**src/pkg/psr_pkg.sv**
```systemverilog
// Purpose: Constants for the sense and identification register group.
// Assumes: 24-bit registers addressed by a 6-bit register index.
// Notes: Identity field values are parameters of the top module.
package psr_pkg;

  // ---------------------------------------------------------------
  // Register indices
  // ---------------------------------------------------------------
  localparam int ADDR_W = 6;
  localparam int DATA_W = 24;
  localparam logic [5:0] IDX_EVENT_STATUS = 6'h03;
  localparam logic [5:0] IDX_EVENT_SENSE = 6'h05;
  localparam logic [5:0] IDX_POWERUP_MODE = 6'h06;
  localparam logic [5:0] IDX_IDENT = 6'h07;
  localparam logic [5:0] IDX_UNUSED_EIGHT = 6'h08;

  // ---------------------------------------------------------------
  // Event sense and event status bit positions
  // ---------------------------------------------------------------
  localparam int BIT_BUTTON_THREE = 2;
  localparam int BIT_BUTTON_ONE = 3;
  localparam int BIT_BUTTON_TWO = 4;
  localparam int BIT_USB_LP_BOOT = 11;
  localparam int BIT_THERM_LOW = 12;
  localparam int BIT_THERM_HIGH = 13;
  localparam int BIT_CLK_SOURCE = 14;
  localparam int BIT_BATT_REMOVED = 22;

  // ---------------------------------------------------------------
  // Power-up mode register bit positions
  // ---------------------------------------------------------------
  localparam int BIT_MODE_DEC_LO = 0;
  localparam int BIT_MODE_DEC_HI = 1;
  localparam int POS_SELECT_FIRST = 2;
  localparam int POS_SELECT_SECOND = 4;
  localparam int BIT_CHG_SER_SINGLE = 9;
  localparam int BIT_WALL_CHG = 10;

  // ---------------------------------------------------------------
  // Identification register field positions
  // ---------------------------------------------------------------
  localparam int POS_REVISION = 0;
  localparam int POS_GENERATION = 6;
  localparam int POS_FIN = 9;
  localparam int POS_FAB = 11;
  localparam int POS_GEN_CODE = 13;

  // ---------------------------------------------------------------
  // Reset values and timing counts
  // ---------------------------------------------------------------
  localparam logic [23:0] RST_ZERO_WORD = 24'h000000;
  localparam int SYNC_STAGES = 2;
  localparam logic [1:0] STARTUP_SETTLE = 2'h2;

  // Start-up sequencing of the latched pin states.
  typedef enum logic [1:0] {
    PSR_SETTLE,
    PSR_CAPTURE,
    PSR_RUN
  } psr_start_e;

endpackage : psr_pkg

```
**src/rtl/psr_sense_id_regs.sv**
```systemverilog
// Purpose: Read-only sense, power-up mode and identification registers.
// Assumes: The serial control port front end presents register index,
//   read and write strobes on ref_clk_in; sense inputs are asynchronous.
// Notes: Read data appears one cycle after the read strobe.
`timescale 1ns/1ns

module psr_sense_id_regs #(
  parameter logic [4:0] REVISION = 5'h00,   // Arbitrary value.
  parameter logic [2:0] GENERATION = 3'h2,  // Arbitrary value.
  parameter logic [1:0] FIN_VERSION = 2'h0, // Arbitrary value.
  parameter logic [1:0] FAB_ID = 2'h0,      // Arbitrary value.
  parameter logic [5:0] GEN_CODE = 6'h05    // Arbitrary value.
) (
  input wire logic ref_clk_in,                // 10 MHz register clock.
  input wire logic rstn_in,                   // Synchronous reset, active low.
  input wire logic [psr_pkg::ADDR_W-1:0] reg_addr_in, // Register index.
  input wire logic reg_rd_in,                 // Read strobe, one cycle.
  input wire logic reg_wr_in,                 // Write strobe, one cycle.
  input wire logic [psr_pkg::DATA_W-1:0] reg_wdata_in, // Write data.
  output logic [psr_pkg::DATA_W-1:0] reg_rdata_out, // Read data.
  output logic reg_rvalid_out,                // Read data valid pulse.
  input wire logic button_three_level_in,     // Button three pin level.
  input wire logic button_one_level_in,       // Button one pin level.
  input wire logic button_two_level_in,       // Button two pin level.
  input wire logic usb_lowpower_boot_level_in, // Low-power USB boot level.
  input wire logic thermal_low_warn_level_in, // Low thermal warning level.
  input wire logic thermal_high_warn_level_in, // High thermal warning level.
  input wire logic clock_source_level_in,     // Clock source level.
  input wire logic battery_removed_level_in,  // Battery-detect level.
  input wire logic mode_pin_decode_lo_in,     // Mode pin decode, low bit.
  input wire logic mode_pin_decode_hi_in,     // Mode pin decode, high bit.
  input wire logic [1:0] powerup_select_first_in, // First select pin state.
  input wire logic [1:0] powerup_select_second_in, // Second select pin state.
  input wire logic charger_serial_single_in,  // Raw serial/single sense.
  input wire logic charger_enabled_in,        // Charger enable level.
  input wire logic wall_charger_detect_level_in // Wall charger level.
);

  // ---------------------------------------------------------------
  // Input synchronisation
  // ---------------------------------------------------------------
  localparam int N_SYNC = 17;

  logic [N_SYNC-1:0] raw_vec;
  logic [N_SYNC-1:0] sync_vec;
  logic s_btn3;
  logic s_btn1;
  logic s_btn2;
  logic s_lpb;
  logic s_thl;
  logic s_thh;
  logic s_clk;
  logic s_batt;
  logic s_mode_lo;
  logic s_mode_hi;
  logic [1:0] s_sel_first;
  logic [1:0] s_sel_second;
  logic s_chg_ss;
  logic s_chg_en;
  logic s_wall;

  // Gathers every pin level into one bundle for the synchroniser.
  assign raw_vec = {wall_charger_detect_level_in, charger_enabled_in,
                    charger_serial_single_in, powerup_select_second_in,
                    powerup_select_first_in, mode_pin_decode_hi_in,
                    mode_pin_decode_lo_in, battery_removed_level_in,
                    clock_source_level_in, thermal_high_warn_level_in,
                    thermal_low_warn_level_in, usb_lowpower_boot_level_in,
                    button_two_level_in, button_one_level_in,
                    button_three_level_in};

  psr_sync2 #(
    .WIDTH(N_SYNC)
  ) u_sync (
    .ref_clk_in(ref_clk_in),
    .async_in(raw_vec),
    .sync_out(sync_vec)
  );

  // Splits the synchronised bundle back into named levels.
  assign {s_wall, s_chg_en, s_chg_ss, s_sel_second, s_sel_first, s_mode_hi,
          s_mode_lo, s_batt, s_clk, s_thh, s_thl, s_lpb, s_btn2, s_btn1,
          s_btn3} = sync_vec;

  // ---------------------------------------------------------------
  // Sense word assembly
  // ---------------------------------------------------------------

  // Places the eight event sense levels at their register positions.
  function automatic logic [23:0] event_word(input logic b3, input logic b1,
                                             input logic b2, input logic lp,
                                             input logic tl, input logic th,
                                             input logic ck, input logic bt);
    logic [23:0] w;
    w = psr_pkg::RST_ZERO_WORD;
    w[psr_pkg::BIT_BUTTON_THREE] = b3;
    w[psr_pkg::BIT_BUTTON_ONE] = b1;
    w[psr_pkg::BIT_BUTTON_TWO] = b2;
    w[psr_pkg::BIT_USB_LP_BOOT] = lp;
    w[psr_pkg::BIT_THERM_LOW] = tl;
    w[psr_pkg::BIT_THERM_HIGH] = th;
    w[psr_pkg::BIT_CLK_SOURCE] = ck;
    w[psr_pkg::BIT_BATT_REMOVED] = bt;
    return w;
  endfunction : event_word

  logic [23:0] sense_word;
  logic [23:0] event_mask;

  // Live sense levels; no reset acts on them.
  assign sense_word = event_word(s_btn3, s_btn1, s_btn2, s_lpb, s_thl, s_thh,
                                 s_clk, s_batt);
  assign event_mask = event_word(1'b1, 1'b1, 1'b1, 1'b1, 1'b1, 1'b1, 1'b1, 1'b1);

  // ---------------------------------------------------------------
  // Start-up latching of pin states
  // ---------------------------------------------------------------
  psr_pkg::psr_start_e start_reg;
  psr_pkg::psr_start_e start_next;
  logic [1:0] settle_reg;
  logic [1:0] settle_next;
  logic [1:0] sel_first_reg;
  logic [1:0] sel_first_next;
  logic [1:0] sel_second_reg;
  logic [1:0] sel_second_next;
  logic chg_ss_reg;
  logic chg_ss_next;

  // Waits for the synchroniser to fill, then captures the select pins once.
  always_comb begin
    start_next = start_reg;
    settle_next = settle_reg;
    sel_first_next = sel_first_reg;
    sel_second_next = sel_second_reg;
    chg_ss_next = chg_ss_reg;
    unique case (start_reg)
      psr_pkg::PSR_SETTLE: begin
        settle_next = settle_reg + 2'h1;
        if (settle_reg == psr_pkg::STARTUP_SETTLE) begin
          start_next = psr_pkg::PSR_CAPTURE;
        end
      end
      psr_pkg::PSR_CAPTURE: begin
        sel_first_next = s_sel_first;
        sel_second_next = s_sel_second;
        chg_ss_next = s_chg_ss;
        start_next = psr_pkg::PSR_RUN;
      end
      psr_pkg::PSR_RUN: begin
        if (s_chg_en) begin
          chg_ss_next = s_chg_ss;
        end
      end
    endcase
  end

  // Registers the start-up state and the latched pin states.
  always_ff @(posedge ref_clk_in) begin
    if (!rstn_in) begin
      start_reg <= psr_pkg::PSR_SETTLE;
      settle_reg <= 2'h0;
      sel_first_reg <= 2'h0;
      sel_second_reg <= 2'h0;
      chg_ss_reg <= 1'b0;
    end else begin
      start_reg <= start_next;
      settle_reg <= settle_next;
      sel_first_reg <= sel_first_next;
      sel_second_reg <= sel_second_next;
      chg_ss_reg <= chg_ss_next;
    end
  end

  // ---------------------------------------------------------------
  // Fixed and assembled read words
  // ---------------------------------------------------------------
  logic [23:0] mode_word;
  logic [23:0] ident_word;

  // Power-up mode word from live decode, latched pins and charger bits.
  always_comb begin
    mode_word = psr_pkg::RST_ZERO_WORD;
    mode_word[psr_pkg::BIT_MODE_DEC_LO] = s_mode_lo;
    mode_word[psr_pkg::BIT_MODE_DEC_HI] = s_mode_hi;
    mode_word[psr_pkg::POS_SELECT_FIRST +: 2] = sel_first_reg;
    mode_word[psr_pkg::POS_SELECT_SECOND +: 2] = sel_second_reg;
    mode_word[psr_pkg::BIT_CHG_SER_SINGLE] = chg_ss_reg;
    mode_word[psr_pkg::BIT_WALL_CHG] = s_wall;
  end

  // Identification word; unlisted bits stay zero.
  always_comb begin
    ident_word = psr_pkg::RST_ZERO_WORD;
    ident_word[psr_pkg::POS_REVISION +: 5] = REVISION;
    ident_word[psr_pkg::POS_GENERATION +: 3] = GENERATION;
    ident_word[psr_pkg::POS_FIN +: 2] = FIN_VERSION;
    ident_word[psr_pkg::POS_FAB +: 2] = FAB_ID;
    ident_word[psr_pkg::POS_GEN_CODE +: 6] = GEN_CODE;
  end

  // ---------------------------------------------------------------
  // Event status flags
  // ---------------------------------------------------------------
  logic [23:0] prev_sense_reg;
  logic [23:0] prev_sense_next;
  logic [23:0] status_reg;
  logic [23:0] status_next;
  logic [23:0] status_set;
  logic [23:0] status_clr;

  // In PSR_RUN, a change of any sense level sets its flag; writing one clears it,
  // but a change in the same cycle wins over the clear.
  always_comb begin
    prev_sense_next = sense_word;
    status_set = psr_pkg::RST_ZERO_WORD;
    if (start_reg == psr_pkg::PSR_RUN) begin
      status_set = (sense_word ^ prev_sense_reg) & event_mask;
    end
    status_clr = psr_pkg::RST_ZERO_WORD;
    if (reg_wr_in && (reg_addr_in == psr_pkg::IDX_EVENT_STATUS)) begin
      status_clr = reg_wdata_in & event_mask;
    end
    status_next = (status_reg & ~status_clr) | status_set;
  end

  // Registers the flags and the previous sense levels.
  always_ff @(posedge ref_clk_in) begin
    if (!rstn_in) begin
      status_reg <= psr_pkg::RST_ZERO_WORD;
    end else begin
      status_reg <= status_next;
    end
    prev_sense_reg <= prev_sense_next;
  end

  // ---------------------------------------------------------------
  // Register read port
  // ---------------------------------------------------------------
  logic [23:0] rdata_reg;
  logic [23:0] rdata_next;
  logic rvalid_reg;
  logic rvalid_next;

  // Selects the read word; writes other than flag clears are ignored.
  always_comb begin
    rvalid_next = reg_rd_in;
    rdata_next = rdata_reg;
    if (reg_rd_in) begin
      unique case (reg_addr_in)
        psr_pkg::IDX_EVENT_STATUS: rdata_next = status_reg;
        psr_pkg::IDX_EVENT_SENSE: rdata_next = sense_word;
        psr_pkg::IDX_POWERUP_MODE: rdata_next = mode_word;
        psr_pkg::IDX_IDENT: rdata_next = ident_word;
        psr_pkg::IDX_UNUSED_EIGHT: rdata_next = psr_pkg::RST_ZERO_WORD;
        default: rdata_next = psr_pkg::RST_ZERO_WORD;
      endcase
    end
  end

  // Registers the read answer.
  always_ff @(posedge ref_clk_in) begin
    if (!rstn_in) begin
      rdata_reg <= psr_pkg::RST_ZERO_WORD;
      rvalid_reg <= 1'b0;
    end else begin
      rdata_reg <= rdata_next;
      rvalid_reg <= rvalid_next;
    end
  end

  assign reg_rdata_out = rdata_reg;
  assign reg_rvalid_out = rvalid_reg;

endmodule : psr_sense_id_regs

```
**src/rtl/psr_sync2.sv**
```systemverilog
// Purpose: Two-stage synchroniser for a bundle of asynchronous levels.
// Assumes: Each bit is an independent level; no bus coherency is needed.
// Notes: Carries no reset so that sense levels are unaffected by resets.
`timescale 1ns/1ns
module psr_sync2 #(
  parameter int WIDTH = 1
) (
  input wire logic ref_clk_in,           // Register clock.
  input wire logic [WIDTH-1:0] async_in, // Asynchronous levels.
  output logic [WIDTH-1:0] sync_out      // Synchronised levels.
);

  logic [WIDTH-1:0] meta_reg;
  logic [WIDTH-1:0] meta_next;
  logic [WIDTH-1:0] stable_reg;
  logic [WIDTH-1:0] stable_next;

  // First stage is read only by the second stage.
  always_comb begin
    meta_next = async_in;
    stable_next = meta_reg;
  end

  // Both stages run free of any reset.
  always_ff @(posedge ref_clk_in) begin
    meta_reg <= meta_next;
    stable_reg <= stable_next;
  end

  assign sync_out = stable_reg;

endmodule : psr_sync2

```
**config.mk**
```make
export PLATFORM = sky130hd
export DESIGN_NAME = psr_sense_id_regs
export DESIGN_NICKNAME = d
export VERILOG_FILES = /design/src/pkg/psr_pkg.sv /design/src/rtl/psr_sense_id_regs.sv /design/src/rtl/psr_sync2.sv
export SDC_FILE = /design/constraint.sdc
export NUM_CORES = 1
export LEC_CHECK = 0
export BUFFER_PORTS_ARGS = -buffer_cell sky130_fd_sc_hd__buf_4
export CORE_AREA = 2 2 94 73
export DETAILED_ROUTE_END_ITERATION = 12
export DIE_AREA = 0 0 96 75
export PLACE_DENSITY = 0.62
export SLEW_MARGIN = 0
export SYNTH_ARGS = -nofsm -noshare
export SYNTH_HDL_FRONTEND = slang
export SYNTH_SLANG_ARGS = --single-unit
```
**constraint.sdc**
```tcl
create_clock -name ref_clk_in -period 3 [get_ports ref_clk_in]
set_input_delay 0.6 -clock ref_clk_in [delete_from_list [all_inputs] [get_ports ref_clk_in]]
set_output_delay 0.6 -clock ref_clk_in [all_outputs]
set_load 0.02 [all_outputs]
```
==> results.toml <==
[clocking]
clock_sinks = 74
clk_latency_ps = 340
clock_path_buffers = 2
cts_tree = "built"
cts_resized = 0
root_buffer = "clkbuf_8"
cts_hold_buf = 0
h-tree-depth = 3
cts_setup_buffers = 0
clk_pin_slew_worst_paths_ps = 80
cts_buffers = 9

[hold_path]
hp-start = "u_sync.meta_reg[15]"
min_path_cells = 0
hold_path.class = "reg -> reg"

[synth]
synth.area.top_cells = "dfxtp_1 60%, nand3b_1 4.6%, buf_4 3.4%"
synth_fa_ha_area_frac = 0.00508
synth_commonest_cells = "74 x dfxtp_1, 18 x nand2_1, 15 x nand3b_1"
avgSynthCellArea_um2 = 10.8
ys_ff_latch = 74
synth_compound_area_frac = 0.134
synth-edff-count = 0
synth.most_common_cell = "dfxtp_1"
synth.distinct_cells = 32
ys.flop_type = "dfxtp_1"
async_reset_ff_frac = 0
synthSimpleGateAreaFrac = 0.143
seq_area_frac_synth = 0.602
synth_area_mm2 = 0.00246
yosys.area.top_type = "dfxtp_1"
post_synth_xor_area_fraction = 0.0320
synth_top_family_by_area = "simple AND/OR/NAND/NOR gates"
ys_warn_count = 0
synth.mux.area_fraction = 0.0163
yosysTopAreaCellShare = 0.602
synth_cells = 228

[critical_path]
cp_slowest_cell = "or4b_1"
path_class = "in -> reg"
critPathLaunchType = "input port"
cp_cell_sequence = "buf_4, or4b_1, or3_1, a31o_1"
r2r_slack_ps = 1690
startpoint = "reg_addr_in[3]"
rr_worst_depth = 3
endpoint_kind = "register"
cp.required_ps = 3240
critPathMaxFanout = 8
r2r-start = "start_reg[0]"
critPathMaxStageDelay_ps = 560
cp.arrival_ps = 2080

[cells_and_area]
finish.utilization = 0.490
drive_gt1_frac = 0.243
final_nets = 327
final_area_mm2 = 0.00305
fillers = 605
diodes = 0
syn_to_final_growth_pct = 23.8

[route]
first_pass_iters = 5
viasPerCell = 4.69
wire_per_inst_um = 12.4
final_antenna_net_count = 0
drt-total-wl_mm = 4.49
drt_iter0_markers = 71
drc = 0
via_count = 1694

[pwr]
vdd_ir_drop_max_mv = 0.341
power_density_mw_per_mm2 = 689
cellLeakagePower_nw = 1.21

[placed_design]
pre_cts_slack_ps = 790
postPlaceCellArea_mm2 = 0.00284
dp_hpwl_mm = 3.14
portBuffers = 50
place_congestion = 0.775

[global_route]
grt_max_degree = 29
antenna_found_initial = 0
track_usage = 0.142
overflow = 0
grt_pass1_wl_mm = 7.53
grt_pass1_vias = 1654

[floorplan]
num_rows = 25
dieArea_mm2 = 0.00720
die_w_um = 96
die_h_um = 75
io_pins = 76
core_mm2 = 0.00622
initial_core_util = 0.395

[outcome]
status = "completed"

[timing]
final-hold-violation-count = 0
rsz0062_at_grt = "no"
drv_slew = 0
tns_ps = 0
setup_viol = 0
worstMarginPinSlew_ps = 597
finalCritPeriodShare = 0.611
fin_skew_ps = 4.01
hold_slack_ps = 330
fin_ws_ps = 1170
fin_crit_ps = 1830
slew_headroom = 0.601
fmax_mhz = 545

[run]
drv_cap = 0
## where the power goes
group / switching [W] / total (W) / leakage (nW) / internal (W)
clock: 0.000394 / 0.000795 / 0.100 / 0.000401
combinational: 0.0000978 / 0.000202 / 0.495 / 0.000104
sequential: 0.0000438 / 0.00110 / 0.614 / 0.00106
total: 0.000536 / 0.00210 / 1.21 / 0.00157
## per-stage QoR
step / instances / power [W]
global route: 361 / 0.00221
finish: 361 / 0.00210
CTS: 361 / 0.00214
detailed placement: 345 / 0.00133
floorplan: 236 / 0.00127
global placement: 345 / 0.00132
## routing by layer
layer	GRT usage	share of wire	vias up
met5	0	0	-
met4	0.0540	0.017	0
met3	0.0691	0.072	7
met2	0.211	0.43	47
met1	0.179	0.48	769
li1	-	-	871
## layout by cell type (no fill, tap or decap), types with 3 or more instances in the layout
cell type	synthesis	layout
o41ai_1	4	4
nand3b_1	15	15
mux2i_1	4	4
xnor2_1	9	9
nand2_1	18	18
clkbuf_8	0	9
nor2b_1	3	3
a21oi_1	11	11
or4_1	5	5
inv_1	7	7
a2bb2oi_1	3	3
a22oi_1	4	4
buf_4	11	51
o31ai_1	4	4
nand2b_1	5	5
nor2_1	9	9
a31o_1	8	8
dfxtp_1	74	74
o22ai_1	9	9
conb_1	1	9
## worst paths after layout
path | endpoint
setup / recovery | status_reg[4]
hold / removal | u_sync.sync_out[15]
setup reg to reg | sel_first_reg[0]
hold reg to reg | u_sync.sync_out[15]
## cell type report
| type | count | area (µm²) | area share |
|---|---|---|---|
| timing repair buffer | 51 | 383 | 0.126 |
| tap | 81 | 101 | 0.0333 |
| sequential | 74 | 1480 | 0.486 |
| inverter | 7 | 26.3 | 0.00862 |
| multi-input combinational | 132 | 847 | 0.278 |
| clock buffer | 9 | 124 | 0.0406 |
| clock inverter | 7 | 85.1 | 0.0279 |
## cell families (layout without fill, tap and decap cells)
logic type / Yosys count / after routing
AOI/OAI and AO/OA: 47 / 47
xor gates and xnor gates: 9 / 9
adders and majority gates: 1 / 1
buffers and inverters: 30 / 74
DFF: 74 / 74
muxes: 4 / 4
other: 1 / 9
and+or+nand+nor: 62 / 62
## worst max-delay path, delay by kind of cell
kind	cells	cell delay (ps)
buffers and inverters	1	110
AO/OA/AOI/OAI	1	280
AND/OR/NAND/NOR	2	1090
(Power assumes the default switching activity.)
